<file path="src/iusw_pkg.sv">
// constants for the integer-unit state and watchpoint block
package iusw_pkg;
  localparam int unsigned XLEN = 32;
  localparam int unsigned NWIN = 8;
  localparam int unsigned CWP_W = 3;
  localparam int unsigned NWATCH = 4;
  localparam int unsigned TT_W = 8;
  localparam int unsigned TT_LSB = 4;
  localparam int unsigned TBA_LSB = 12;
  localparam int unsigned WADDR_LSB = 2;
  localparam int unsigned IFETCH_BIT = 0;
  localparam int unsigned LOAD_BIT = 1;
  localparam int unsigned STORE_BIT = 0;
  localparam int unsigned SEL_W = 5;
  // special register numbers seen by the read/write instructions
  localparam logic [4:0] SEL_STATUS = 5'h00;
  localparam logic [4:0] SEL_WIM = 5'h01;
  localparam logic [4:0] SEL_TBR = 5'h02;
  localparam logic [4:0] SEL_Y = 5'h03;
  localparam logic [4:0] SEL_PC = 5'h04;
  localparam logic [4:0] SEL_NPC = 5'h05;
  localparam logic [4:0] SEL_WP_FIRST = 5'h18;
  // trap kind codes
  localparam logic [7:0] TT_PRIV = 8'h03;
  localparam logic [7:0] TT_OVF = 8'h05;
  localparam logic [7:0] TT_UNF = 8'h06;
  localparam logic [7:0] TT_WATCH = 8'h0B;
  localparam logic [1:0] LOCAL_PC = 2'h1;
  localparam logic [1:0] LOCAL_NPC = 2'h2;
  localparam logic [31:0] PC_STEP = 32'h00000004;
  localparam logic [31:0] PC_RESET = 32'h00000000;
  typedef enum logic [2:0] {
    IUSW_OP_NONE, IUSW_OP_SAVE, IUSW_OP_RESTORE, IUSW_OP_RETT
  } iusw_win_op_e;
endpackage

</file>
<file path="src/iusw_state.sv">
// integer-unit state registers, window checks and watchpoint hits
// Notes on behaviour
// - status register reachable only by privileged status read/write
// - wim bit n set marks window invalid; save overflows, restore underflows
// - window mask reached only by privileged instructions
// - state words held three times and voted; no-reset bits unknown
// - multiplies and multiply-step load the high product word
// - divides take dividend upper word from high product word
// - high product word reachable in user and supervisor mode
// - trap base field is bits 31..12, upper trap address
// - trap kind written on every trap except external reset
// - trap base reached only by privileged instructions
// - pointer saved to local 1 on trap, restored on return
// - next pointer saved to local 2 on trap, restored on return
// - four watch address registers at even numbers 24..30
// - address bit 0 enables instruction fetch hits
// - watch registers reachable in user mode
// - mask registers at odd 25..31; mask bits 31..2 select compared address bits
// - mask bit 1 enables data load hits
// - mask bit 0 enables data store hits
// - window pointer down on trap/save, up on restore/rett, mod 8
// - supervisor flag set means supervisor mode
`timescale 1ns/1ps
`default_nettype none
module iusw_state #(
  parameter int unsigned NWP = iusw_pkg::NWATCH
) (
  input wire logic ref_clk_i,
  input wire logic reset_i,
  input wire logic supervisor_i,
  input wire logic sr_rd_i,
  input wire logic sr_wr_i,
  input wire logic [4:0] sr_sel_i,
  input wire logic [31:0] sr_wdata_i,
  input wire logic step_i,
  input wire logic [2:0] win_op_i,
  input wire logic mul_wr_i,
  input wire logic [31:0] mul_hi_i,
  input wire logic ext_trap_i,
  input wire logic [7:0] ext_tt_i,
  input wire logic ext_reset_i,
  input wire logic [31:0] rett_pc_i,
  input wire logic [31:0] rett_npc_i,
  input wire logic fetch_i,
  input wire logic load_i,
  input wire logic store_i,
  input wire logic [31:0] fetch_addr_i,
  input wire logic [31:0] data_addr_i,
  output logic [31:0] sr_rdata_o,
  output logic status_acc_o,
  output logic [31:0] div_hi_o,
  output logic trap_o,
  output logic [7:0] trap_kind_o,
  output logic [31:0] trap_vector_o,
  output logic save_wr_o,
  output logic [1:0] save_reg_o,
  output logic [31:0] save_data_o,
  output logic [2:0] cwp_o,
  output logic watch_hit_o,
  output logic [31:0] pc_o,
  output logic [31:0] npc_o
);
  initial begin
    if (NWP < 1 || NWP > 4) $error("NWP must be 1..4");
  end

  typedef struct packed {
    logic [31:0] window_invalid_mask;
    logic [31:0] y;
    logic [19:0] tba;
    logic [7:0] tt;
    logic [31:0] pc;
    logic [31:0] npc;
    logic [2:0] cwp;
    logic [3:0][31:0] wpa;
    logic [3:0][31:0] wpm;
    logic [31:0] rdata;
    logic trap;
    logic [7:0] tkind;
    logic sv;
    logic [1:0] sreg;
    logic [31:0] sdata;
  } iusw_one_s;

  typedef struct packed {
    iusw_one_s a;
    iusw_one_s b;
    iusw_one_s c;
  } iusw_state_s;

  iusw_state_s st_ff;
  iusw_state_s nxt_st;
  iusw_one_s cur;
  iusw_one_s nx;

  // voting per bit hides a single upset copy
  iusw_vote #(.W($bits(iusw_one_s))) u_vote (
    .a_i(st_ff.a),
    .b_i(st_ff.b),
    .c_i(st_ff.c),
    .y_o(cur)
  );

  function automatic logic is_priv(input logic [4:0] sel);
    is_priv = (sel == iusw_pkg::SEL_STATUS) || (sel == iusw_pkg::SEL_WIM) ||
              (sel == iusw_pkg::SEL_TBR);
  endfunction

  function automatic logic wp_match(input logic [31:0] addr,
                                    input logic [31:0] base,
                                    input logic [31:0] mask);
    logic [29:0] diff;
    diff = (addr[31:2] ^ base[31:2]) & mask[31:2];
    wp_match = (diff == 30'h00000000);
  endfunction

  logic [NWP-1:0] hit_vec;
  genvar g;
  generate
    for (g = 0; g < NWP; g++) begin : g_wp
      assign hit_vec[g] =
        (fetch_i && cur.wpa[g][iusw_pkg::IFETCH_BIT] &&
         wp_match(fetch_addr_i, cur.wpa[g], cur.wpm[g])) ||
        (load_i && cur.wpm[g][iusw_pkg::LOAD_BIT] &&
         wp_match(data_addr_i, cur.wpa[g], cur.wpm[g])) ||
        (store_i && cur.wpm[g][iusw_pkg::STORE_BIT] &&
         wp_match(data_addr_i, cur.wpa[g], cur.wpm[g]));
    end
  endgenerate

  logic priv_fault;
  logic [2:0] cwp_dn;
  logic [2:0] cwp_up;
  logic ovf;
  logic unf;
  logic wp_hit;
  logic any_trap;
  logic [7:0] kind;
  logic [4:0] wp_idx;

  always_comb begin
    nx = cur;
    nx.trap = 1'b0;
    nx.sv = 1'b0;
    nx.sreg = 2'h0;
    nx.rdata = 32'h00000000;
    wp_idx = sr_sel_i - iusw_pkg::SEL_WP_FIRST;
    cwp_dn = cur.cwp - 3'h1;
    cwp_up = cur.cwp + 3'h1;
    // user-mode privileged access is refused
    priv_fault = (sr_rd_i || sr_wr_i) && is_priv(sr_sel_i) && !supervisor_i;
    ovf = (win_op_i == iusw_pkg::IUSW_OP_SAVE) && cur.window_invalid_mask[cwp_dn];
    unf = ((win_op_i == iusw_pkg::IUSW_OP_RESTORE) ||
           (win_op_i == iusw_pkg::IUSW_OP_RETT)) && cur.window_invalid_mask[cwp_up];
    wp_hit = |hit_vec;
    any_trap = priv_fault || ovf || unf || wp_hit || ext_trap_i;
    if (priv_fault) begin
      kind = iusw_pkg::TT_PRIV;
    end else if (wp_hit) begin
      kind = iusw_pkg::TT_WATCH;
    end else if (ovf) begin
      kind = iusw_pkg::TT_OVF;
    end else if (unf) begin
      kind = iusw_pkg::TT_UNF;
    end else begin
      kind = ext_tt_i;
    end
    if (sr_rd_i && !priv_fault) begin
      case (sr_sel_i)
        iusw_pkg::SEL_WIM: nx.rdata = cur.window_invalid_mask;
        iusw_pkg::SEL_Y: nx.rdata = cur.y;
        iusw_pkg::SEL_TBR: nx.rdata = {cur.tba, cur.tt, 4'h0};
        iusw_pkg::SEL_PC: nx.rdata = cur.pc;
        iusw_pkg::SEL_NPC: nx.rdata = cur.npc;
        default: begin
          if (sr_sel_i >= iusw_pkg::SEL_WP_FIRST) begin
            if (wp_idx[0]) begin
              nx.rdata = cur.wpm[wp_idx[2:1]];
            end else begin
              nx.rdata = cur.wpa[wp_idx[2:1]];
            end
          end
        end
      endcase
    end
    if (sr_wr_i && !priv_fault) begin
      case (sr_sel_i)
        iusw_pkg::SEL_WIM: nx.window_invalid_mask = sr_wdata_i;
        iusw_pkg::SEL_Y: nx.y = sr_wdata_i;
        iusw_pkg::SEL_TBR: nx.tba = sr_wdata_i[31:iusw_pkg::TBA_LSB];
        default: begin
          if (sr_sel_i >= iusw_pkg::SEL_WP_FIRST) begin
            if (wp_idx[0]) begin
              nx.wpm[wp_idx[2:1]] = sr_wdata_i;
            end else begin
              nx.wpa[wp_idx[2:1]] = sr_wdata_i;
            end
          end
        end
      endcase
    end
    if (mul_wr_i) begin
      nx.y = mul_hi_i;
    end
    if (any_trap) begin
      // trap wins: the faulting access never completes
      nx.trap = 1'b1;
      nx.tkind = kind;
      nx.tt = kind;
      nx.cwp = cwp_dn;
      nx.sv = 1'b1;
      nx.sreg = iusw_pkg::LOCAL_PC;
      nx.sdata = cur.pc;
    end else if (win_op_i == iusw_pkg::IUSW_OP_RETT) begin
      nx.cwp = cwp_up;
      nx.pc = rett_pc_i;
      nx.npc = rett_npc_i;
    end else begin
      if (win_op_i == iusw_pkg::IUSW_OP_SAVE) begin
        nx.cwp = cwp_dn;
      end else if (win_op_i == iusw_pkg::IUSW_OP_RESTORE) begin
        nx.cwp = cwp_up;
      end
      if (step_i) begin
        nx.pc = cur.npc;
        nx.npc = cur.npc + iusw_pkg::PC_STEP;
      end
    end
    // second save cycle writes next pointer into local 2
    if (cur.sv && cur.sreg == iusw_pkg::LOCAL_PC) begin
      nx.sv = 1'b1;
      nx.sreg = iusw_pkg::LOCAL_NPC;
      nx.sdata = cur.npc;
      nx.pc = {cur.tba, cur.tkind, 4'h0};
      nx.npc = {cur.tba, cur.tkind, 4'h0} + iusw_pkg::PC_STEP;
    end
    nxt_st = {nx, nx, nx};
    if (ext_reset_i) begin
      // external reset leaves trap kind untouched
      nxt_st.a.pc = iusw_pkg::PC_RESET;
      nxt_st.b.pc = iusw_pkg::PC_RESET;
      nxt_st.c.pc = iusw_pkg::PC_RESET;
      nxt_st.a.npc = iusw_pkg::PC_STEP;
      nxt_st.b.npc = iusw_pkg::PC_STEP;
      nxt_st.c.npc = iusw_pkg::PC_STEP;
      nxt_st.a.tt = cur.tt;
      nxt_st.b.tt = cur.tt;
      nxt_st.c.tt = cur.tt;
    end
  end

  always_ff @(posedge ref_clk_i) begin
    if (reset_i) begin
      // trap/save flags, pc, npc, cwp, watch and read-data words reset; the rest take their next value
      st_ff <= nxt_st;
      st_ff.a.trap <= 1'b0;
      st_ff.b.trap <= 1'b0;
      st_ff.c.trap <= 1'b0;
      st_ff.a.sv <= 1'b0;
      st_ff.b.sv <= 1'b0;
      st_ff.c.sv <= 1'b0;
      st_ff.a.pc <= iusw_pkg::PC_RESET;
      st_ff.b.pc <= iusw_pkg::PC_RESET;
      st_ff.c.pc <= iusw_pkg::PC_RESET;
      st_ff.a.npc <= iusw_pkg::PC_STEP;
      st_ff.b.npc <= iusw_pkg::PC_STEP;
      st_ff.c.npc <= iusw_pkg::PC_STEP;
      // window pointer starts known so window checks behave from reset
      st_ff.a.cwp <= '0;
      st_ff.b.cwp <= '0;
      st_ff.c.cwp <= '0;
      st_ff.a.wpa <= '0;
      st_ff.b.wpa <= '0;
      st_ff.c.wpa <= '0;
      st_ff.a.wpm <= '0;
      st_ff.b.wpm <= '0;
      st_ff.c.wpm <= '0;
      st_ff.a.rdata <= 32'h00000000;
      st_ff.b.rdata <= 32'h00000000;
      st_ff.c.rdata <= 32'h00000000;
    end else begin
      st_ff <= nxt_st;
    end
  end

  // status register lives elsewhere; only privileged access is signalled
  assign status_acc_o = (sr_rd_i || sr_wr_i) && supervisor_i &&
                        (sr_sel_i == iusw_pkg::SEL_STATUS);
  assign sr_rdata_o = cur.rdata;
  assign div_hi_o = cur.y;
  assign trap_o = cur.trap;
  assign trap_kind_o = cur.tkind;
  assign trap_vector_o = {cur.tba, cur.tkind, 4'h0};
  assign save_wr_o = cur.sv;
  assign save_reg_o = cur.sreg;
  assign save_data_o = cur.sdata;
  assign cwp_o = cur.cwp;
  assign watch_hit_o = wp_hit;
  assign pc_o = cur.pc;
  assign npc_o = cur.npc;
endmodule
`default_nettype wire

</file>
<file path="src/iusw_vote.sv">
// majority voter over three stored copies of one word
`timescale 1ns/1ps
`default_nettype none
module iusw_vote #(
  parameter int unsigned W = 32
) (
  input wire logic [W-1:0] a_i,
  input wire logic [W-1:0] b_i,
  input wire logic [W-1:0] c_i,
  output logic [W-1:0] y_o
);
  assign y_o = (a_i & b_i) | (a_i & c_i) | (b_i & c_i);
endmodule
`default_nettype wire

</file>
<file path="config.mk">
export PLATFORM = sky130hd
export DESIGN_NAME = iusw_state
export DESIGN_NICKNAME = d
export VERILOG_FILES = /design/src/iusw_pkg.sv /design/src/iusw_state.sv /design/src/iusw_vote.sv
export SDC_FILE = /design/constraint.sdc
export NUM_CORES = 1
export LEC_CHECK = 0
export ABC_AREA = 1
export ABC_CLOCK_PERIOD_IN_PS = 2700
export BUFFER_PORTS_ARGS = -buffer_cell sky130_fd_sc_hd__buf_2
export CAP_MARGIN = 30
export CORE_ASPECT_RATIO = 0.6
export CORE_MARGIN = 5
export CORE_UTILIZATION = 45
export DETAILED_ROUTE_END_ITERATION = 8
export HOLD_SLACK_MARGIN = 0.15
export SYNTH_ARGS = -nofsm -noshare
export SYNTH_HDL_FRONTEND = slang
export SYNTH_HIERARCHICAL = 1
export SYNTH_SLANG_ARGS = --single-unit
</file>
<file path="constraint.sdc">
create_clock -name ref_clk_i -period 2.7 [get_ports ref_clk_i]
set_input_delay 0.405 -clock ref_clk_i [delete_from_list [all_inputs] [get_ports ref_clk_i]]
set_output_delay 0.405 -clock ref_clk_i [all_outputs]
set_load 0.01 [all_outputs]
</file>
Word-level counts from Yosys, hierarchy flattened
Cells that the tools add are included.

word-level totals
  register bits after elaboration = 759
  input bits = 220

cells by class
  mux-type cells = 41
  order comparisons = 5
  bitwise gates (word level) = 21
  reduce and logical (&&, ||, !) cells = 63
  $add $sub $neg = 5
  eq/ne operators = 9

operators by type and width
  cell                                                         number
  bitwise AND 491 bit                                          3
  OR 491 bit                                                   2
  2-to-1 mux 256 bit                                           3
  2-to-1 mux 32 bit                                            9
  bitwise mux 128 bit                                          2
  2-to-1 mux 128 bit                                           2
  bitwise AND 30 bit                                           8
  zero test 30 bit                                             8
  bitwise XOR 30 bit                                           8
  2-to-1 mux 64 bit                                            3
  case mux 32 bit (5 select lines)                             1
  binary-select mux 32 bit (select 2 bit)                      2
  2-to-1 mux 84 bit                                            1
  2-to-1 mux 72 bit                                            1
  2-to-1 mux 67 bit                                            1
  adder 32 x 3 -> 32 bit (second input constant)               2
  demux 32 bit (select 2 bit)                                  1
  2-to-1 mux 44 bit                                            1
  2-to-1 mux 8 bit                                             5
  2-to-1 mux 35 bit                                            1
  logical AND 1 bit                                            34
  2-to-1 mux 20 bit                                            1
  logical OR 1 bit                                             16
  less-than comparator 3 x 6 -> 1 bit (second input constant)  2
  18 further kinds                                             27

Depth between registers and ports, before layout
Gate-level depths: netlist (run 1).

  depth in word-level cells = 15
  mapped depth = 18
  mapped depth without buffers = 18

Cells and area by module
The synthesis (run 1) kept the hierarchy.

by module, submodules not included
  module      times used  cells an instance  area each (um^2)  sequential area each (um^2)
  iusw_state  1           4,284              27,372.5          9,829.4
  iusw_vote   1           1,964              10,443.8          0.0

Least setup slack after synthesis (run 1)
Ideal clock, no wire load.

  path kind = reg-to-reg
  start = register st_ff[332] (netlist name)
  end = register st_ff[494] (netlist name)
  setup slack = 0.322 ns
  arrival = 2.249 ns
  library setup time = 0.129 ns
  cell stages (with the launch flop) = 17
  path through = dfxtp_1 -> nand2_1 -> nand3_2 -> inv_2 -> ha_1 -> inv_1 -> nand2_1 -> o211ai_1 -> nand2_1 -> nand2_2 -> nand2_2 -> nor2_8 -> nand3_4 -> buf_6 -> buf_6 -> nand2_1 -> o211ai_2

RTL lines
  what                      line               source
  start: declaration        iusw_state.sv:91   iusw_state_s st_ff;
  start signal: assignment  iusw_state.sv:255  st_ff <= nxt_st;

==> run metrics, run 1 <==
worst setup path category=flip-flop to output port; total of max-cap violations=0; startpoint of the lowest-slack hold path=ext_tt_i[2]; pin count of the biggest net entering global routing=65; top area cells in the synthesized netlist=nand2_1 26%, dfxtp_1 26%, nand3_2 13%; antenna violations before repair=21; worst setup margin=-0.405 ns; Global Route Usage Sum=35.9%; gate count after technology mapping=6248; wirelength, routed=171000 um; final critical path time including I/O delays and setup=3.10 ns; drt drc=0; final core area utilization=56.8%; IO Port Bufs=420; fraction of synthesized cell area in xor and xnor cells=0.232%; largest clock skew in the final design=0.0268 ns; top flop regs=st_ff x491; Worst EP required=2.30 ns; Relative slew margins=19.8%; Detail Route Antenna Nets=0; fraction of post-synthesis cell area in the top cell type by area=26.1%; # IOs=429; fraction of final layout cells with drive strength greater than 1=25.9%; mean number of vias per cell=5.46; Crit Path Max Fanout=6; yosys synthesis warning count=6; register with the most flip-flops=st_ff; capture instance of the worst register-to-register path=st_ff[338]; final-layout worst hold slack=0.184 ns; final estimated routing congestion in global placement=1.09; class of the most critical hold timing path=input pin to flip-flop; final-stage net count=7069; final number of hold-violating endpoints=0; Post-Syn Area per Cell=6.05 sq um; reg-to-reg slack, setup=0.02 ns; cell taking the most area after synthesis=nand2_1; worst IR drop on VDD=0.485 mV; die span in y=235 um; deepest clock path buffer count=3; half-perimeter wire length after detailed placement=131000 um; arrival time at the worst endpoint=2.70 ns; via count=43898; number of detailed-route iterations in the first pass=6; worst r2r src=st_ff[223]; global route overflow=0; full die area=90100 sq um; wire per inst=21.2 um; count of standard-cell rows=82; post-synthesis adder-cell area fraction=0.0993%; compound-cell area share of the yosys netlist=14.9%; number of library cell types mapped by synthesis=55; clock tree from TritonCTS=built; simple-gate area share of the yosys netlist=49.9%; DRT iter0 DRCs=4656; post-synthesis to final-layout area growth=25.2%; sequential fraction of the synthesis area=26.0%; Leakage Power=23.2 nW; number of failing setup endpoints in the final timing report=1; global-route wire length before repair=241000 um; Core ar.=83400 sq um; initial standard-cell utilization of the core=45.3%; mux cell area share after synthesis=1.04%; largest family of logic cells by synthesized area=simple AND/OR/NAND/NOR gates; Worst setup EP type=output port; highest clock frequency the design can meet=322 MHz; result of the run=finished, violations left; Skew-Pair Late Insertion Delay=0.65 ns; total clock sinks=491; Worst Hold End=st_ff[892]; clock slew seen by the registers of the worst setup and hold paths=0.06 ns; post-synthesis register bit count=491; failing checks=negative setup slack; Worst R2R Path Depth=21; number of buffers inserted during clock tree synthesis=54; final number of max-transition violations=0; total of fill cells in the finished design=8300; Least-Margin Pin Slew=1.17 ns; Critical Path Start Type=flip-flop; flip-flop count of the largest register after layout=491; Max H-tree Level=2; areal power density over the cells=464 nW/um^2; unrepaired setup endpoints after global routing=yes; number of global-route vias before repair=36665; period utilisation layout=115%; post-synthesis instance area=37800 sq um; Final TNS setup=-0.405 ns; Placed Instance Area=42700 sq um; Power Total=22.0 mW; fin area=47300 sq um; root cell of the clock tree=clkbuf_16; worst hold path stage count=5; DIE WIDTH=384 um
==> repair_timing <==
action / CTS / global route
endpoints found under the setup margin: 1 / 118
resized for setup: 167 / 254
buffers inserted: 22 / 23
pin swaps: 37 / 55
cloned: 0 / 5
hold buffers: 74 / 0
hold endpoints to repair: 79 / 0
==> where the power goes <==
| part | internal (mW) | switching, mW | total [mW] |
|---|---|---|---|
| Combinational | 2.06 | 3.89 | 5.96 |
| Sequential | 7.57 | 0.391 | 7.96 |
| Clock | 4.53 | 3.53 | 8.06 |
| Total | 14.2 | 7.82 | 22.0 |
==> metal layers <==
layer / vias to the layer above / wire [um] / part of all wire [%] / GRT usage [%]
li1: 21882 / - / - / -
met1: 19612 / 77900 / 46 / 52.9
met2: 2082 / 67300 / 39 / 51.4
met3: 316 / 19900 / 12 / 9.10
met4: 6 / 5560 / 3.3 / 10.1
met5: - / 34 / 0.020 / 0
==> cells in the final DEF, fill, tap and decap left out, types with 15 or more instances in the layout <==
cell	count
nand4_1	60
nor3_1	26
nand3_1	196
o211ai_1	61
buf_12	45
buf_4	224
a221oi_1	17
mux2_2	35
buf_2	420
nand3_2	625
dfxtp_1	430
nor2_1	314
a31oi_1	34
a21oi_1	314
nand2_1	2593
dlygate4sd3_1	74
clkbuf_8	15
nor2_2	23
clkbuf_16	59
nand3_4	25
a2111oi_0	17
buf_6	18
dfxtp_2	51
inv_2	103
nand2_2	40
a41oi_1	17
a211oi_1	15
inv_1	373
o22ai_1	89
o21ai_0	421
==> synth_stat cells, drive strengths merged <==
cell type,n
nand2,2641
nand3,846
dfxtp,491
inv,476
o21ai,433
nor2,352
a21oi,315
clkbuf,173
o22ai,89
buf,76
nand4,65
o211ai,62
a31oi,38
mux2,35
nor3,30
nor4,18
a2111oi,17
a221oi,17
a41oi,17
a211oi,15
xor2,9
clkinv,8
nor3b,6
or2,5
a22o,3
ha,3
o221ai,2
a32o,1
conb,1
nand3b,1
o2111ai,1
o31ai,1
xnor2,1
==> cell type report <==
class,instances,area (sq um),share of cell area (%)
Timing Repair Buffer,788,5790,12.2
Tap cell,1134,1420,3.00
Multi-Input combinational cell,5027,26500,55.9
Clock inverter,23,269,0.568
Inverter,484,1820,3.85
Clock buffer,75,1600,3.38
Sequential cell,491,9930,21.0
Antenna cell,13,32.5,0.0687
==> stage by stage <==
step	cells	worst slack (ns)
2_1_floorplan	6251	0.322
3_3_place_gp	7809	-0.0974
3_5_place_dp	7809	-0.00386
4_1_cts	7997	-0.268
5_1_grt	8033	-0.435
6_report	8035	-0.405
==> worst max-delay path by stage <==
stage | start | endpoint | depth (start not counted) | slack [ns]
3_5_place_dp | sr_sel_i[1] | st_ff[70] | 9 | -0.004
6_report | st_ff[311] | watch_hit_o | 11 | -0.40
4_1_cts | st_ff[212] | watch_hit_o | 13 | -0.27
2_1_floorplan | st_ff[332] | st_ff[494] | 16 | 0.32
5_1_grt | st_ff[239] | watch_hit_o | 15 | -0.43
3_3_place_gp | sr_sel_i[1] | st_ff[70] | 9 | -0.1
==> cell families after synthesis <==
| logic type | Yosys count |
|---|---|
| fa+ha+maj | 3 |
| other cells | 1 |
| flops | 491 |
| buf+inv | 733 |
| compound gates | 1011 |
| mux | 35 |
| simple gates | 3964 |
| xor+xnor | 10 |
==> worst max-delay path, stage by stage, from the launching register on <==
cell and delay (ns):
dfxtp_1 0.34, nand2_1 0.09, nand3_2 0.12, inv_2 0.10
nand2_1 0.07, nand3_2 0.12, nand4_1 0.35, nor4_1 0.31
a22o_1 0.25, nor2_1 0.07, nand2_1 0.10, buf_2 0.14
No activity file was read; power rests on OpenSTA's default activity.
==> inputs of run 2 (changes only) <==
Settings changed: MAX_ROUTING_LAYER set to met4, SLEW_MARGIN set to 30.
==> run metrics, run 2 (synthesized netlist as in run 1, its figures left out) <==
pin count of the biggest net entering global routing=92; worst setup path category=flip-flop to output port; wire per inst=21.2 um; number of global-route vias before repair=36555; global-route wire length before repair=242000 um; drt drc=0; failing checks=negative setup slack; worst setup path endpoint=watch_hit_o; count of standard-cell rows=82; wirelength, routed=170000 um; leading cell types in the layout, fill and taps excluded=2614 x nand2_1, 591 x nand3_2, 424 x dfxtp_1; number of buffers inserted during clock tree synthesis=54; Leakage Power=22.9 nW; via count=43693; Crit Path Max Fanout=6; most common library cell in the layout ignoring fill and taps=nand2_1; final number of max-transition violations=0; combinational share of power=25.8%; # IOs=429; final estimated routing congestion in global placement=1.07; Internal=14.0 mW; result of the run=finished, violations left; final-stage net count=7039; class of the most critical hold timing path=input pin to flip-flop; arrival time at the worst endpoint=2.70 ns; Worst EP required=2.30 ns; worst r2r src=st_ff[209]; period utilisation layout=115%; DRT iter0 DRCs=4845; post-synthesis to final-layout area growth=23.5%; number of failing setup endpoints in the final timing report=1; Least-Margin Pin Slew=0.724 ns; Max H-tree Level=2; Critical Path Start Type=flip-flop; total of max-cap violations=0; final-layout worst hold slack=0.175 ns; total clock sinks=491; Seq pwr share=36.8%; IO Port Bufs=420; final core area utilization=56.0%; clock tree from TritonCTS=built; multi-input combinational cell area=26200 sq um; final critical path time including I/O delays and setup=3.11 ns; Skew-Pair Late Insertion Delay=0.68 ns; capture instance of the worst register-to-register path=st_ff[388]; deepest clock path buffer count=3; Clock power frac=37.4%; global route overflow=0; flip-flop count of the largest register after layout=491; unrepaired setup endpoints after global routing=yes; Power Total=21.6 mW; worst IR drop on VDD=0.591 mV; DIE WIDTH=384 um; switching power as a share of total power=35.3%; total net switching power=7.64 mW; top flop regs=st_ff x491; areal power density over the cells=463 nW/um^2; worst setup margin=-0.406 ns; fraction of final layout cells with drive strength greater than 1=24.3%; root cell of the clock tree=clkbuf_16; die span in y=235 um; largest clock skew in the final design=0.0328 ns; Detail Route Antenna Nets=0; Worst setup EP type=output port; initial standard-cell utilization of the core=45.3%; Reg area=9930 sq um; reg-to-reg slack, setup=0.07 ns; cell count after placement=7786; register with the most flip-flops=st_ff; Relative slew margins=50.5%; Worst R2R Path Depth=19; Final TNS setup=-0.406 ns; half-perimeter wire length after detailed placement=131000 um; final number of hold-violating endpoints=0; clock slew seen by the registers of the worst setup and hold paths=0.06 ns; full die area=90100 sq um; highest clock frequency the design can meet=322 MHz; crit path launch=st_ff[217]; number of detailed-route iterations in the first pass=6; mean number of vias per cell=5.45; Core ar.=83400 sq um; total of fill cells in the finished design=8404; antenna violations before repair=20; Global Route Usage Sum=37.2%; non-filler cells in the finished layout=8011
## run 2: cell count changes in the layout (fill, tap and decap cells not counted), sizes merged
| cell | previous run | this run |
|---|---|---|
| clkbuf | 79 | 85 |
| inv | 478 | 479 |
| clkinvlp | 5 | 2 |
| dlygate4sd3 | 74 | 83 |
| clkinv | 20 | 19 |
| buf | 710 | 671 |
| diode | 13 | 16 |
## run 2: area by class of cell
class,instances,area share (%)
multi-input cells,5027,56.0
flip-flops and latches,491,21.3
repair buffers,758,11.7
inverters,484,3.90
clock buffers,81,3.43
well taps,1134,3.04
clock inverters,20,0.512
diodes,16,0.0858
## run 2: what timing repair did
item                       CTS  global route
pin swaps                   25            15
hold endpoints to repair    85             0
resized for setup          127           196
hold buffers                83             0
setup endpoints to repair    1           119
gates cloned                 0             5
buffers inserted            13            10
## run 2: power by group through the flow
| stage | sequential, mW | clock (mW) | combinational (mW) |
|---|---|---|---|
| 2_1_floorplan | 8.07 | 0 | 3.19 |
| 3_3_place_gp | 8.10 | 0 | 5.00 |
| 3_5_place_dp | 8.12 | 0 | 5.05 |
| 4_1_cts | 7.95 | 8.16 | 5.18 |
| 5_1_grt | 8.05 | 8.46 | 5.97 |
| 6_report | 7.95 | 8.07 | 5.58 |
## run 2: metal layers
| metal | part of all wire [%] | vias to the layer above | global-route usage, % |
|---|---|---|---|
| li1 | - | 21812 | - |
| met1 | 46 | 19644 | 53.6 |
| met2 | 40 | 1954 | 51.9 |
| met3 | 11 | 283 | 8.21 |
| met4 | 3.2 | 0 | 10.2 |
| met5 | 0 | - | - |
## run 2: worst min path at each step
stage          cells after the start  slack (ns)         end            from
2_1_floorplan                      1        0.48   st_ff[34]         reset_i
3_3_place_gp                       3        0.61  st_ff[438]    mul_hi_i[11]
3_5_place_dp                       3        0.61  st_ff[432]     mul_hi_i[5]
4_1_cts                            3        0.15  st_ff[301]   sr_wdata_i[1]
5_1_grt                            3        0.18  st_ff[301]   sr_wdata_i[1]
6_report                           3        0.18  st_ff[293]  sr_wdata_i[25]
## run 2: per-stage QoR
step	area, sq um	setup WS (ns)
finish	46700	-0.406
global route	46700	-0.537
detailed placement	42500	0.0340
CTS	45800	-0.331
floorplan	37800	0.322
global placement	42500	0.0638
## run 2: critical path: stages, from the launching register on
cell and delay, ns:
dfxtp_1 0.35, nand2_1 0.09, nand3_2 0.12, inv_2 0.09
nand2_1 0.05, nand3_1 0.10, nand4_1 0.35, nor4_2 0.33
a22o_1 0.23, nor2_1 0.05, nand2_1 0.12, buf_2 0.15
